<file path="src/pkg/fcs_pkg.sv">
package fcs_pkg;
    // register bus geometry
    localparam int ADDR_W = 8;
    localparam int DATA_W = 32;
    // sequence geometry
    localparam int PAT_W    = 4;
    localparam int IN_W     = 4;
    localparam int STEP_W   = 4;
    localparam int MAX_STEP = 15;
    localparam int INTV_W   = 19;
    localparam int REP_W    = 20;
    // control input lanes
    localparam int IN_START  = 0;
    localparam int IN_HOLD   = 1;
    localparam int IN_RESUME = 2;
    localparam int IN_ABORT  = 3;
    // register offsets
    localparam logic [ADDR_W-1:0] CTRL_OFS      = 8'h00;
    localparam logic [ADDR_W-1:0] NSTEPS_OFS    = 8'h04;
    localparam logic [ADDR_W-1:0] REPEAT_OFS    = 8'h08;
    localparam logic [ADDR_W-1:0] STATUS_OFS    = 8'h0C;
    localparam logic [ADDR_W-1:0] CYCLES_OFS    = 8'h10;
    localparam logic [ADDR_W-1:0] REMAIN_OFS    = 8'h14;
    localparam logic [ADDR_W-1:0] PAT_BASE_OFS  = 8'h40;
    localparam logic [ADDR_W-1:0] INTV_BASE_OFS = 8'h80;
    // control register fields
    localparam int CTRL_TIME_BIT = 0;
    localparam int CTRL_AUTO_BIT = 1;
    localparam int CTRL_LOOP_BIT = 2;
    localparam int CTRL_W        = 3;
    // status register fields
    localparam int STAT_STEP_LSB = 0;
    localparam int STAT_RUN_BIT  = 4;
    localparam int STAT_HOLD_BIT = 5;
    localparam int STAT_OUT_LSB  = 8;
    // reset values
    localparam logic [CTRL_W-1:0] CTRL_RST   = 3'h0;
    localparam logic [STEP_W-1:0] NSTEPS_RST = 4'h1;
    localparam logic [REP_W-1:0]  REPEAT_RST = 20'h00001;
    localparam logic [PAT_W-1:0]  IDLE_PAT   = 4'h0;
    // timing: one-second tick from the system clock
    localparam int CLK_PERIOD_NS = 50;
    localparam int SEC_NS        = 1000000000;
    localparam int SEC_CYCLES    = SEC_NS / CLK_PERIOD_NS;
    localparam int TICK_W        = 25;
    // sequencer states
    typedef enum logic [1:0] {
        ST_IDLE = 2'b01,
        ST_RUN  = 2'b10
    } fcs_state_t;
endpackage : fcs_pkg

</file>
<file path="src/pkg/fcs_pulse_if.sv">
`timescale 1ns/1ps
interface fcs_pulse_if;
    import fcs_pkg::*;
    logic [IN_W-1:0] pulse;
    modport src (output pulse);
    modport dst (input pulse);
endinterface : fcs_pulse_if

</file>
<file path="src/rtl/fcs_sequencer.sv">
// The implementer's own choices: the plain strobed port and the placing of the registers.
`timescale 1ns/1ps
module fcs_sequencer
    import fcs_pkg::*;
#(
    parameter int unsigned TICK_CYCLES = SEC_CYCLES
) (
    // clock and reset
    input  wire logic              SYS_CLK,
    input  wire logic              SRST,
    // register port
    input  wire logic [ADDR_W-1:0] REG_ADDR,
    input  wire logic [DATA_W-1:0] REG_WDATA,
    input  wire logic              REG_WR,
    input  wire logic              REG_RD,
    output logic      [DATA_W-1:0] REG_RDATA,
    // control inputs
    input  wire logic              STEP_TRIGGER_INPUT,
    input  wire logic              HOLD_INPUT,
    input  wire logic              RESUME_INPUT,
    input  wire logic              ABORT_INPUT,
    // contact outputs
    output logic      [PAT_W-1:0]  CONTACT_OUTPUTS
);
    fcs_pulse_if pif ();

    // configuration and step tables
    logic [CTRL_W-1:0] ctrl_r, ctrl_nxt;
    logic [STEP_W-1:0] nsteps_r, nsteps_nxt;
    logic [REP_W-1:0]  repeat_r, repeat_nxt;
    logic [DATA_W-1:0] rdata_r, rdata_nxt;
    logic [PAT_W-1:0]  pat_mem  [0:MAX_STEP];
    logic [INTV_W-1:0] intv_mem [0:MAX_STEP];
    // sequencer state
    fcs_state_t        state_r, state_nxt;
    logic [STEP_W-1:0] step_r, step_nxt;
    logic [INTV_W-1:0] remain_r, remain_nxt;
    logic              paused_r, paused_nxt;
    logic              armed_r, armed_nxt;
    logic [REP_W-1:0]  cycles_r, cycles_nxt;
    logic [PAT_W-1:0]  out_r, out_nxt;
    logic [TICK_W-1:0] presc_r, presc_nxt;
    // decode and helpers
    logic              pat_hit, intv_hit;
    logic [STEP_W-1:0] tab_idx;
    logic              mode_time, autostart, loop_inf;
    logic              tick, load, advance;
    logic [REP_W-1:0]  cycles_inc;

    // input conditioning, one instance for all four lanes
    fcs_edge_det #(.WIDTH(IN_W)) u_edge (
        .clk (SYS_CLK),
        .rst (SRST),
        .raw ({ABORT_INPUT, RESUME_INPUT, HOLD_INPUT, STEP_TRIGGER_INPUT}),
        .pif (pif.src)
    );

    assign mode_time = ctrl_r[CTRL_TIME_BIT];
    assign autostart = ctrl_r[CTRL_AUTO_BIT];
    assign loop_inf  = ctrl_r[CTRL_LOOP_BIT];

    // table address decode, entry 0 is never mapped
    assign tab_idx  = REG_ADDR[STEP_W+1:2];
    assign pat_hit  = (REG_ADDR[7:6] == PAT_BASE_OFS[7:6]) && (REG_ADDR[1:0] == 2'h0)
                      && (tab_idx != '0);
    assign intv_hit = (REG_ADDR[7:6] == INTV_BASE_OFS[7:6]) && (REG_ADDR[1:0] == 2'h0)
                      && (tab_idx != '0);

    // register writes and read data
    always_comb begin
        ctrl_nxt   = ctrl_r;
        nsteps_nxt = nsteps_r;
        repeat_nxt = repeat_r;
        rdata_nxt  = '0;
        if (REG_WR) begin
            if (REG_ADDR == CTRL_OFS) begin
                ctrl_nxt = REG_WDATA[CTRL_W-1:0];
            end else if (REG_ADDR == NSTEPS_OFS) begin
                nsteps_nxt = REG_WDATA[STEP_W-1:0];
            end else if (REG_ADDR == REPEAT_OFS) begin
                repeat_nxt = REG_WDATA[REP_W-1:0];
            end
        end
        if (REG_RD) begin
            if (REG_ADDR == CTRL_OFS) begin
                rdata_nxt[CTRL_W-1:0] = ctrl_r;
            end else if (REG_ADDR == NSTEPS_OFS) begin
                rdata_nxt[STEP_W-1:0] = nsteps_r;
            end else if (REG_ADDR == REPEAT_OFS) begin
                rdata_nxt[REP_W-1:0] = repeat_r;
            end else if (REG_ADDR == STATUS_OFS) begin
                rdata_nxt[STAT_STEP_LSB +: STEP_W] = step_r;
                rdata_nxt[STAT_RUN_BIT]            = (state_r == ST_RUN);
                rdata_nxt[STAT_HOLD_BIT]           = paused_r;
                rdata_nxt[STAT_OUT_LSB +: PAT_W]   = out_r;
            end else if (REG_ADDR == CYCLES_OFS) begin
                rdata_nxt[REP_W-1:0] = cycles_r;
            end else if (REG_ADDR == REMAIN_OFS) begin
                rdata_nxt[INTV_W-1:0] = remain_r;
            end else if (pat_hit) begin
                rdata_nxt[PAT_W-1:0] = pat_mem[tab_idx];
            end else if (intv_hit) begin
                rdata_nxt[INTV_W-1:0] = intv_mem[tab_idx];
            end
        end
    end

    always_ff @(posedge SYS_CLK) begin
        if (SRST) begin
            ctrl_r   <= CTRL_RST;
            nsteps_r <= NSTEPS_RST;
            repeat_r <= REPEAT_RST;
            rdata_r  <= '0;
        end else begin
            ctrl_r   <= ctrl_nxt;
            nsteps_r <= nsteps_nxt;
            repeat_r <= repeat_nxt;
            rdata_r  <= rdata_nxt;
        end
    end

    // step tables, one pattern and one interval per step
    always_ff @(posedge SYS_CLK) begin
        if (SRST) begin
            for (int i = 0; i <= MAX_STEP; i++) begin
                pat_mem[i]  <= IDLE_PAT;
                intv_mem[i] <= '0;
            end
        end else if (REG_WR && pat_hit) begin
            pat_mem[tab_idx] <= REG_WDATA[PAT_W-1:0];
        end else if (REG_WR && intv_hit) begin
            intv_mem[tab_idx] <= REG_WDATA[INTV_W-1:0];
        end
    end

    // one-second prescaler, restarted on each step load, frozen on hold in time mode
    always_comb begin
        tick      = (presc_r == TICK_W'(TICK_CYCLES - 1));
        presc_nxt = tick ? '0 : presc_r + 1'b1;
        if (load) begin
            presc_nxt = '0;
        end else if (paused_r && mode_time) begin
            presc_nxt = presc_r;
        end
    end

    always_ff @(posedge SYS_CLK) begin
        if (SRST) begin
            presc_r <= '0;
        end else begin
            presc_r <= presc_nxt;
        end
    end

    // step sequencing
    always_comb begin
        state_nxt  = state_r;
        step_nxt   = step_r;
        remain_nxt = remain_r;
        paused_nxt = paused_r;
        armed_nxt  = armed_r;
        cycles_nxt = cycles_r;
        load       = 1'b0;
        advance    = 1'b0;
        cycles_inc = REP_W'(cycles_r + 1'b1);
        if (pif.pulse[IN_ABORT]) begin
            // abort at once; armed reruns from step 1 when autostart is set
            state_nxt  = ST_IDLE;
            step_nxt   = '0;
            paused_nxt = 1'b0;
            armed_nxt  = 1'b1;
            cycles_nxt = '0;
        end else if (state_r == ST_IDLE) begin
            paused_nxt = 1'b0;
            if (pif.pulse[IN_START] || (autostart && armed_r)) begin
                state_nxt  = ST_RUN;
                step_nxt   = 4'h1;
                remain_nxt = intv_mem[1];
                armed_nxt  = 1'b1;
                load       = 1'b1;
            end
        end else begin
            // hold wins over resume in the same cycle
            if (pif.pulse[IN_HOLD]) begin
                paused_nxt = 1'b1;
            end else if (pif.pulse[IN_RESUME]) begin
                paused_nxt = 1'b0;
            end
            if (mode_time) begin
                advance = !paused_r && tick && (remain_r <= 19'h00001);
                if (!paused_r && tick && (remain_r > 19'h00001)) begin
                    remain_nxt = remain_r - 1'b1;
                end
            end else begin
                advance = !paused_r && pif.pulse[IN_START];
            end
            if (advance) begin
                load = 1'b1;
                if (step_r < nsteps_r) begin
                    step_nxt   = step_r + 1'b1;
                    remain_nxt = intv_mem[step_r + 1'b1];
                end else if (!loop_inf && (cycles_inc >= repeat_r)) begin
                    // repetitions used up: rest idle until a start pulse, or an abort with autostart set
                    state_nxt  = ST_IDLE;
                    step_nxt   = '0;
                    armed_nxt  = 1'b0;
                    cycles_nxt = '0;
                end else if (autostart) begin
                    step_nxt   = 4'h1;
                    remain_nxt = intv_mem[1];
                    cycles_nxt = cycles_inc;
                end else begin
                    state_nxt  = ST_IDLE;
                    step_nxt   = '0;
                    cycles_nxt = cycles_inc;
                end
            end
        end
        // step 0 always shows the fixed idle pattern
        out_nxt = (step_nxt == '0) ? IDLE_PAT : pat_mem[step_nxt];
    end

    always_ff @(posedge SYS_CLK) begin
        if (SRST) begin
            state_r  <= ST_IDLE;
            step_r   <= '0;
            remain_r <= '0;
            paused_r <= 1'b0;
            armed_r  <= 1'b1;
            cycles_r <= '0;
            out_r    <= IDLE_PAT;
        end else begin
            state_r  <= state_nxt;
            step_r   <= step_nxt;
            remain_r <= remain_nxt;
            paused_r <= paused_nxt;
            armed_r  <= armed_nxt;
            cycles_r <= cycles_nxt;
            out_r    <= out_nxt;
        end
    end

    assign REG_RDATA       = rdata_r;
    assign CONTACT_OUTPUTS = out_r;
endmodule : fcs_sequencer

</file>
<file path="src/rtl/fcs_edge_det.sv">
`timescale 1ns/1ps
module fcs_edge_det
    import fcs_pkg::*;
#(
    parameter int WIDTH = IN_W
) (
    // clock and reset
    input  wire logic             clk,
    input  wire logic             rst,
    // raw control levels
    input  wire logic [WIDTH-1:0] raw,
    // one-cycle action pulses
    fcs_pulse_if.src              pif
);
    logic [WIDTH-1:0] s1_r, s2_r, s3_r;
    logic [WIDTH-1:0] s1_nxt, s2_nxt, s3_nxt;

    // two-stage synchroniser then edge history
    always_comb begin
        s1_nxt = raw;
        s2_nxt = s1_r;
        s3_nxt = s2_r;
    end

    always_ff @(posedge clk) begin
        if (rst) begin
            s1_r <= '0;
            s2_r <= '0;
            s3_r <= '0;
        end else begin
            s1_r <= s1_nxt;
            s2_r <= s2_nxt;
            s3_r <= s3_nxt;
        end
    end

    // one pulse per rising edge, however long the level
    assign pif.pulse = s2_r & ~s3_r;
endmodule : fcs_edge_det

</file>
<file path="config.mk">
export PLATFORM = sky130hd
export DESIGN_NAME = fcs_sequencer
export DESIGN_NICKNAME = d
export VERILOG_FILES = /design/src/pkg/fcs_pkg.sv /design/src/pkg/fcs_pulse_if.sv /design/src/rtl/fcs_sequencer.sv /design/src/rtl/fcs_edge_det.sv
export SDC_FILE = /design/constraint.sdc
export NUM_CORES = 1
export LEC_CHECK = 0
export BUFFER_PORTS_ARGS = -buffer_cell sky130_fd_sc_hd__buf_2
export CAP_MARGIN = 30
export CORE_ASPECT_RATIO = 0.6
export CORE_MARGIN = 4
export CORE_UTILIZATION = 59
export DETAILED_ROUTE_END_ITERATION = 8
export PLACE_DENSITY = 0.76
export SYNTH_ARGS = -nofsm -noshare
export SYNTH_HDL_FRONTEND = slang
export SYNTH_SLANG_ARGS = --single-unit
export TNS_END_PERCENT = 50
</file>
<file path="constraint.sdc">
create_clock -name SYS_CLK -period 5.1 [get_ports SYS_CLK]
set_clock_uncertainty 0.1 [all_clocks]
set_input_delay 0.255 -clock SYS_CLK [delete_from_list [all_inputs] [get_ports SYS_CLK]]
set_output_delay 0.255 -clock SYS_CLK [all_outputs]
set_load 0.02 [all_outputs]
</file>
==> results of run 1 <==
critical path, cell delays in order (launching register included):
cell and delay [ns]:
dfxtp_1 0.44, and4_1 0.25, and2_1 0.19, nand3_1 0.16
nor2_2 0.26, and2_1 0.26, nand4_1 0.14, xnor2_1 0.22
ha_1 0.28, nand4_1 0.14, nor3_1 0.09, a221o_1 0.33
a311o_1 0.50, o311ai_4 0.49, nand2_8 0.14, a311oi_2 0.44
o2111ai_1 0.20, o41ai_2 0.08
cell families (layout without fill, tap and decap cells):
logic type / count (synthesis) / in the layout
mux: 253 / 253
buf+inv: 211 / 246
other cells: 1 / 35
fa+ha+maj: 28 / 28
flops: 503 / 503
simple gates: 815 / 815
compound gates: 253 / 253
xor+xnor: 47 / 47
power groups by stage:
stage / Clock (mW) / Sequential [mW] / Combinational (mW)
final: 3.46 / 4.70 / 0.957
after global placement: 0 / 4.77 / 0.902
after CTS: 3.46 / 4.69 / 0.935
after detailed placement: 0 / 4.78 / 0.920
after floorplan: 0 / 4.71 / 0.663
after global routing: 3.64 / 4.72 / 1.00
per-stage QoR:
step                  util  power, mW  instances
floorplan                -      5.375       2145
global placement    0.6165      5.667       2664
detailed placement  0.6171      5.701       2665
CTS                 0.6537      9.092       2769
global route        0.6538      9.356       2769
finish              0.6538      9.118       2769
placed cells by master (no fill, tap or decap), types with 6 or more instances in the layout:
master	count
a22o_1	7
xor2_1	24
dlygate4sd3_1	19
clkbuf_16	49
clkinv_2	7
conb_1	35
ha_1	27
nor2_1	128
a222oi_1	11
o32ai_1	7
clkinv_1	6
a21oi_1	79
mux2i_1	36
edfxtp_1	368
and2_1	352
and3_1	11
buf_2	56
mux4_2	210
nand3_1	47
o31ai_1	6
xnor2_1	21
dfxtp_1	134
clkbuf_1	13
buf_4	47
mux2_2	6
a22oi_1	32
nand2b_1	19
o21ai_0	30
nand4_1	17
nor2b_1	20
nor4_1	8
nand3b_1	8
nand2_1	122
inv_1	36
a2bb2oi_1	7
a31oi_1	10
nor3_1	17
or2_2	37
worst max-delay path by stage:
stage | from | to | slack [ns]
detailed placement | cycles_r[3] | CONTACT_OUTPUTS[3] | 0.39
finish | cycles_r[3] | CONTACT_OUTPUTS[3] | 0.29
floorplan | cycles_r[2] | CONTACT_OUTPUTS[3] | 0.62
global placement | cycles_r[3] | CONTACT_OUTPUTS[3] | 0.43
CTS | cycles_r[3] | CONTACT_OUTPUTS[3] | 0.36
global route | cycles_r[3] | CONTACT_OUTPUTS[3] | 0.03
sequential cells by signal, indices dropped and copies added, names as in the netlist:
signal           flops
repeat_r            20
pat_mem             64
presc_r             25
nsteps_r             4
step_r               4
intv_mem           304
cycles_r            20
u_edge.s1_r          4
CONTACT_OUTPUTS      4
u_edge.s2_r          4
ctrl_r               3
u_edge.s3_r          4
armed_r              1
REG_RDATA           20
paused_r             1
remain_r            19
state_r              2
routing by layer:
| metal | up-vias | share of wire | global-route usage |
|---|---|---|---|
| met5 | - | 0.0012 | 0.01154 |
| met3 | 159 | 0.16 | 0.1187 |
| li1 | 7935 | - | - |
| met4 | 4 | 0.023 | 0.07260 |
| met2 | 1379 | 0.42 | 0.4528 |
| met1 | 9388 | 0.39 | 0.4700 |
timing repair:
action	in CTS	in global routing
hold endpoints to repair	22	0
resized for setup	0	2
hold buffers	19	0
endpoints found under the setup margin	0	10
layout make-up:
type	count	area, µm²
tap	589	737.0
clock inverter	19	123.9
fill	3242	15540
timing repair buffer	125	882.1
inverter	36	135.1
clock buffer	66	1330
multi-input combinational	1431	12390
sequential	503	13760
==> impl_metrics.toml, run 1 <==
[sta]
finalSetupViolCount = 0
drv_slew = 0
fin_crit_sh = 0.9436
tightestPinTransition_ns = 1.090
grt_setup_unrepaired = "false"
fin_hold_ws_ns = 0.02257
final_hold_viol_count = 0
timing.fmax_mhz = 207.8
setup_ws_ns = 0.2878
maxSlewHeadroom = 0.2728
period_minus_slack_ns = 4.812
fin_setup_tns_ns = 0

[cts]
h-tree-depth = 2
cts_buffer_depth = 3
postCtsSetupBuffers = 0
clkTransAtPathRegs_ns = 0.07
cts_tree = "yes"
cts.sinks = 503
root_buffer = "clkbuf_16"
cts_buffers = 47
clock_latency_ns = 0.59

[placement]
place_area_um2 = 27700
place_hpwl_mm = 52.91
io_buffers = 59
dp_worst_setup_slack_ns = 0.3900
gp_congestion = 0.9560

[pwr]
swShare = 0.2484
power_frac_comb = 0.105
seq_power_share = 0.516
power_density_nw_per_um2 = 310.6
internal_power_mw = 6.853
leakagePower_nw = 10.19
max-vdd-ir-drop_mv = 0.2214
p_clk_frac = 0.379
power_switching_mw = 2.265

[grt]
grt_pass1_wl_mm = 117.5
antenna_found_initial = 1
grt_max_degree = 72
grt_pass1_vias = 18215
grt_usage = 0.3182
grt_overflow_total = 0

[final_layout]
syn2layout_area_growth_pct = 9.331
design_area_um2 = 29350
final_nets = 2220
n_antenna_cell = 0
layout-drive-gt1-share = 0.2096

[hold_path]
holdCritStartpoint = "REG_WDATA[8]"
holdPathEnd = "repeat_r[8]"
hold_depth = 3
hold_class = "in2reg"

[worst_setup_path]
r2r-end = "CONTACT_OUTPUTS[3]"
critical_path_class = "reg2reg"
worstPathRequired_ns = 5.48
crit_path_max_fanout = 9
worstReg2RegStart = "cycles_r[3]"
ff2ff_setup_slack_ns = 0.29
cp.arrival_ns = 5.20
reg2regPathDepth = 17
cp-end-kind = "flip-flop"
start_kind = "flip-flop"

[floorplanning]
row_count = 60
dieArea_um2 = 49090
boundaryPins = 84
die_w_um = 283.4
start_util = 0.5980
die_h_um = 173.2
core_area_um2 = 44890

[synthesis]
synth_compound_gate_area_share = 0.06595
synth_edf_count = 368
synth_top_family_by_area = "multiplexers"
syn_area_um2 = 26850
yosysMostFrequentCell = "edfxtp_1"
muxShareOfSynthArea = 0.1925
syn_avg_cell_area_um2 = 12.72
ys_warn_count = 0
synth-simple-area-share = 0.1676
async_reset_ff_frac = 0
synthAdderAreaFrac = 0.01305
synth_common_cells = "edfxtp_1 (368), and2_1 (352), mux4_2 (210)"
synth_top_area_frac = 0.4116
ys_types = 79
ys_seq_area_frac = 0.5123
yosys.area.top_type = "edfxtp_1"
postSynthCellCount = 2111
synth_xor_xnor_area_share = 0.01533
ys_top_cells_by_area = "edfxtp_1 (41%), mux4_2 (18%), dfxtp_1 (10%), and2_1 (8.2%), nor2_1 (1.8%)"
ys_seq_elements = 503
synth_flop_cell = "edfxtp_1"

[route]
drt_wl_total_mm = 78.91
postRouteAntennaNets = 0
vias = 18865
wire_per_inst_um = 28.50
drt-initial-drc-count = 2891
vias_per_cell = 6.813
drc_errors = 0
first_pass_iters = 7

[flow_run]
maxCapViolations = 0

[status]
run_status = "complete, no violations"
Power figures use the tool's default switching activity.
==> run 2: changes to the inputs <==
ABC_AREA = 1   (was unset)
clock period = 4.44 ns   (was 5.1 ns; I/O delays follow)
==> run 2 against run 1 <==
Against the previous run:
- cell area is 1.2% higher
- non-clock buffer count rose by 80
- core utilization rose by 2.4 points
- via count rose by 32%
- combinational power grew 75%
- critical path type unchanged
- largest cell class unchanged
- highest routed layer is now met4
==> impl_metrics.toml, run 2 <==
[grt]
grt_overflow_total = 0
grt_max_degree = 165
grt_pass1_vias = 23447
grt_usage = 0.3643
antenna_found_initial = 0
grt_pass1_wl_mm = 136.1

[synthesis]
synth_top_area_frac = 0.4170
synth_common_cells = "nor2_1 (628), edfxtp_1 (368), nand2_1 (351)"
ys_top_cells_by_area = "edfxtp_1 (42%), dfxtp_1 (10%), nor2_1 (8.9%), o21ai_0 (5.1%), nand2_1 (5.0%)"
syn_avg_cell_area_um2 = 8.562
ys_seq_elements = 503
async_reset_ff_frac = 0
synth_flop_cell = "edfxtp_1"
ys_types = 57
synth_edf_count = 368
yosys.area.top_type = "edfxtp_1"
postSynthCellCount = 3095
ys_warn_count = 0
yosysMostFrequentCell = "nor2_1"
ys_seq_area_frac = 0.5190
syn_area_um2 = 26500

[final_layout]
finalNonFillerCells = 3776
layout_commonest_cell = "nor2_1"
final_nets = 3234
design_area_um2 = 29710
final_cell_mix = "nor2_1 (621), edfxtp_1 (368), nand2_1 (345)"
n_antenna_cell = 0
syn2layout_area_growth_pct = 12.11
largest_register_ffs = 304
layout-drive-gt1-share = 0.1051
largest_register = "intv_mem"
nFillCells = 3473
final_core_util = 0.6775
top_regs = "intv_mem: 304 flops, pat_mem: 64 flops, presc_r: 25 flops"

[hold_path]
hold_class = "in2reg"

[floorplanning]
core_area_um2 = 43850
row_count = 59
die_w_um = 281.6
start_util = 0.6043
die_h_um = 172.2
boundaryPins = 84
dieArea_um2 = 48480

[worst_setup_path]
cp.arrival_ns = 4.70
crit_path_max_fanout = 11
start_kind = "flip-flop"
worstPathRequired_ns = 4.82
slowest_stage = "dfxtp_2"
cp-end-kind = "flip-flop"
critical_path_class = "reg2reg"
cpPeakStageDelay_ns = 0.36
cp_common_cell = "nand3_1"

[status]
run_status = "complete, no violations"

[cts]
root_buffer = "clkbuf_16"
cts.sinks = 503
h-tree-depth = 2
cts_tree = "yes"
clkTransAtPathRegs_ns = 0.07
clock_latency_ns = 0.61
cts_buffer_depth = 3
cts_buffers = 47

[route]
vias = 24814
wire_per_inst_um = 23.84
vias_per_cell = 6.572
postRouteAntennaNets = 0
first_pass_iters = 8
drt-initial-drc-count = 4116
drt_wl_total_mm = 90.00
drc_errors = 0

[pwr]
max-vdd-ir-drop_mv = 0.2924
power_density_nw_per_um2 = 371.7
leakagePower_nw = 11.63
power_mw = 11.04

[sta]
finalSetupViolCount = 0
maxSlewHeadroom = 0.3782
fin_hold_ws_ns = 0.1123
tightestPinTransition_ns = 0.9316
fin_crit_sh = 0.9727
drv_slew = 0
period_minus_slack_ns = 4.319
setup_ws_ns = 0.1214
fin_setup_tns_ns = 0
timing.fmax_mhz = 231.6
final_hold_viol_count = 0

[placement]
place_area_um2 = 27770
gp_congestion = 1.025
dp_worst_setup_slack_ns = -0.1309
place_hpwl_mm = 60.15
io_buffers = 59
placed_cells = 3665

[flow_run]
maxCapViolations = 0
==> run 2: report_power, final <==
part           leakage, nW  internal (mW)  switching (mW)  total (mW)
Combinational         6.33          0.495            1.17        1.67
Clock                0.707           2.09            1.87        3.96
Sequential            4.60           5.25           0.166        5.42
==> run 2: cell type report <==
| type | count | area, µm² | area share |
|---|---|---|---|
| flip-flops and latches | 503 | 13760 | 0.4631 |
| multi-input cells | 2116 | 11070 | 0.3726 |
| clock buffers | 59 | 1221 | 0.04110 |
| well taps | 579 | 724.4 | 0.02438 |
| repair buffers | 205 | 1635 | 0.05504 |
| inverters | 285 | 1077 | 0.03626 |
| clock inverters | 29 | 221.5 | 0.007454 |
==> run 2: final timing paths <==
check / cells after the start / slack (ns) / from / end
worst max-delay path: 27 / 0.12 / cycles_r[1] / CONTACT_OUTPUTS[1]
worst min-delay path: 3 / 0.11 / REG_WDATA[15] / repeat_r[15]
worst max register to register: 27 / 0.12 / cycles_r[1] / CONTACT_OUTPUTS[1]
worst min register to register: 2 / 0.32 / u_edge.s1_r[3] / u_edge.s2_r[3]
==> run 2: logic make-up (layout without fill, tap and decap cells) <==
group,count (synthesis),in the layout,share of synthesized area
fa+ha+maj,28,28,0.01322
other cells,1,35,0.0001415
buf+inv,510,578,0.07682
flops,503,503,0.5190
simple gates,1227,1227,0.1919
xor+xnor,33,33,0.01091
compound gates,793,793,0.1881
==> run 2: what timing repair did <==
item	4_1_cts	5_1_grt
hold endpoints to repair	23	0
gates resized for setup	3	42
cloned	0	3
hold buffers	14	0
pin swaps	1	12
setup buffers	1	4
setup endpoints to repair	17	24
==> run 2: routing by layer <==
| metal | track usage | up-vias | wire length, µm |
|---|---|---|---|
| li1 | - | 10863 | - |
| met1 | 0.5226 | 11612 | 34680 |
| met2 | 0.5403 | 2042 | 38260 |
| met3 | 0.08448 | 297 | 13210 |
| met4 | 0.1467 | 0 | 3847 |
| met5 | 0 | - | 0 |
==> run 2: worst max-delay path, delay by kind of cell (launching register included) <==
| family | cells | cell delay, ns |
|---|---|---|
| xor+xnor | 1 | 0.30 |
| compound gates | 2 | 0.18 |
| flops | 1 | 0.36 |
| simple gates | 16 | 2.04 |
| buf+inv | 7 | 0.89 |
| fa+ha+maj | 1 | 0.33 |
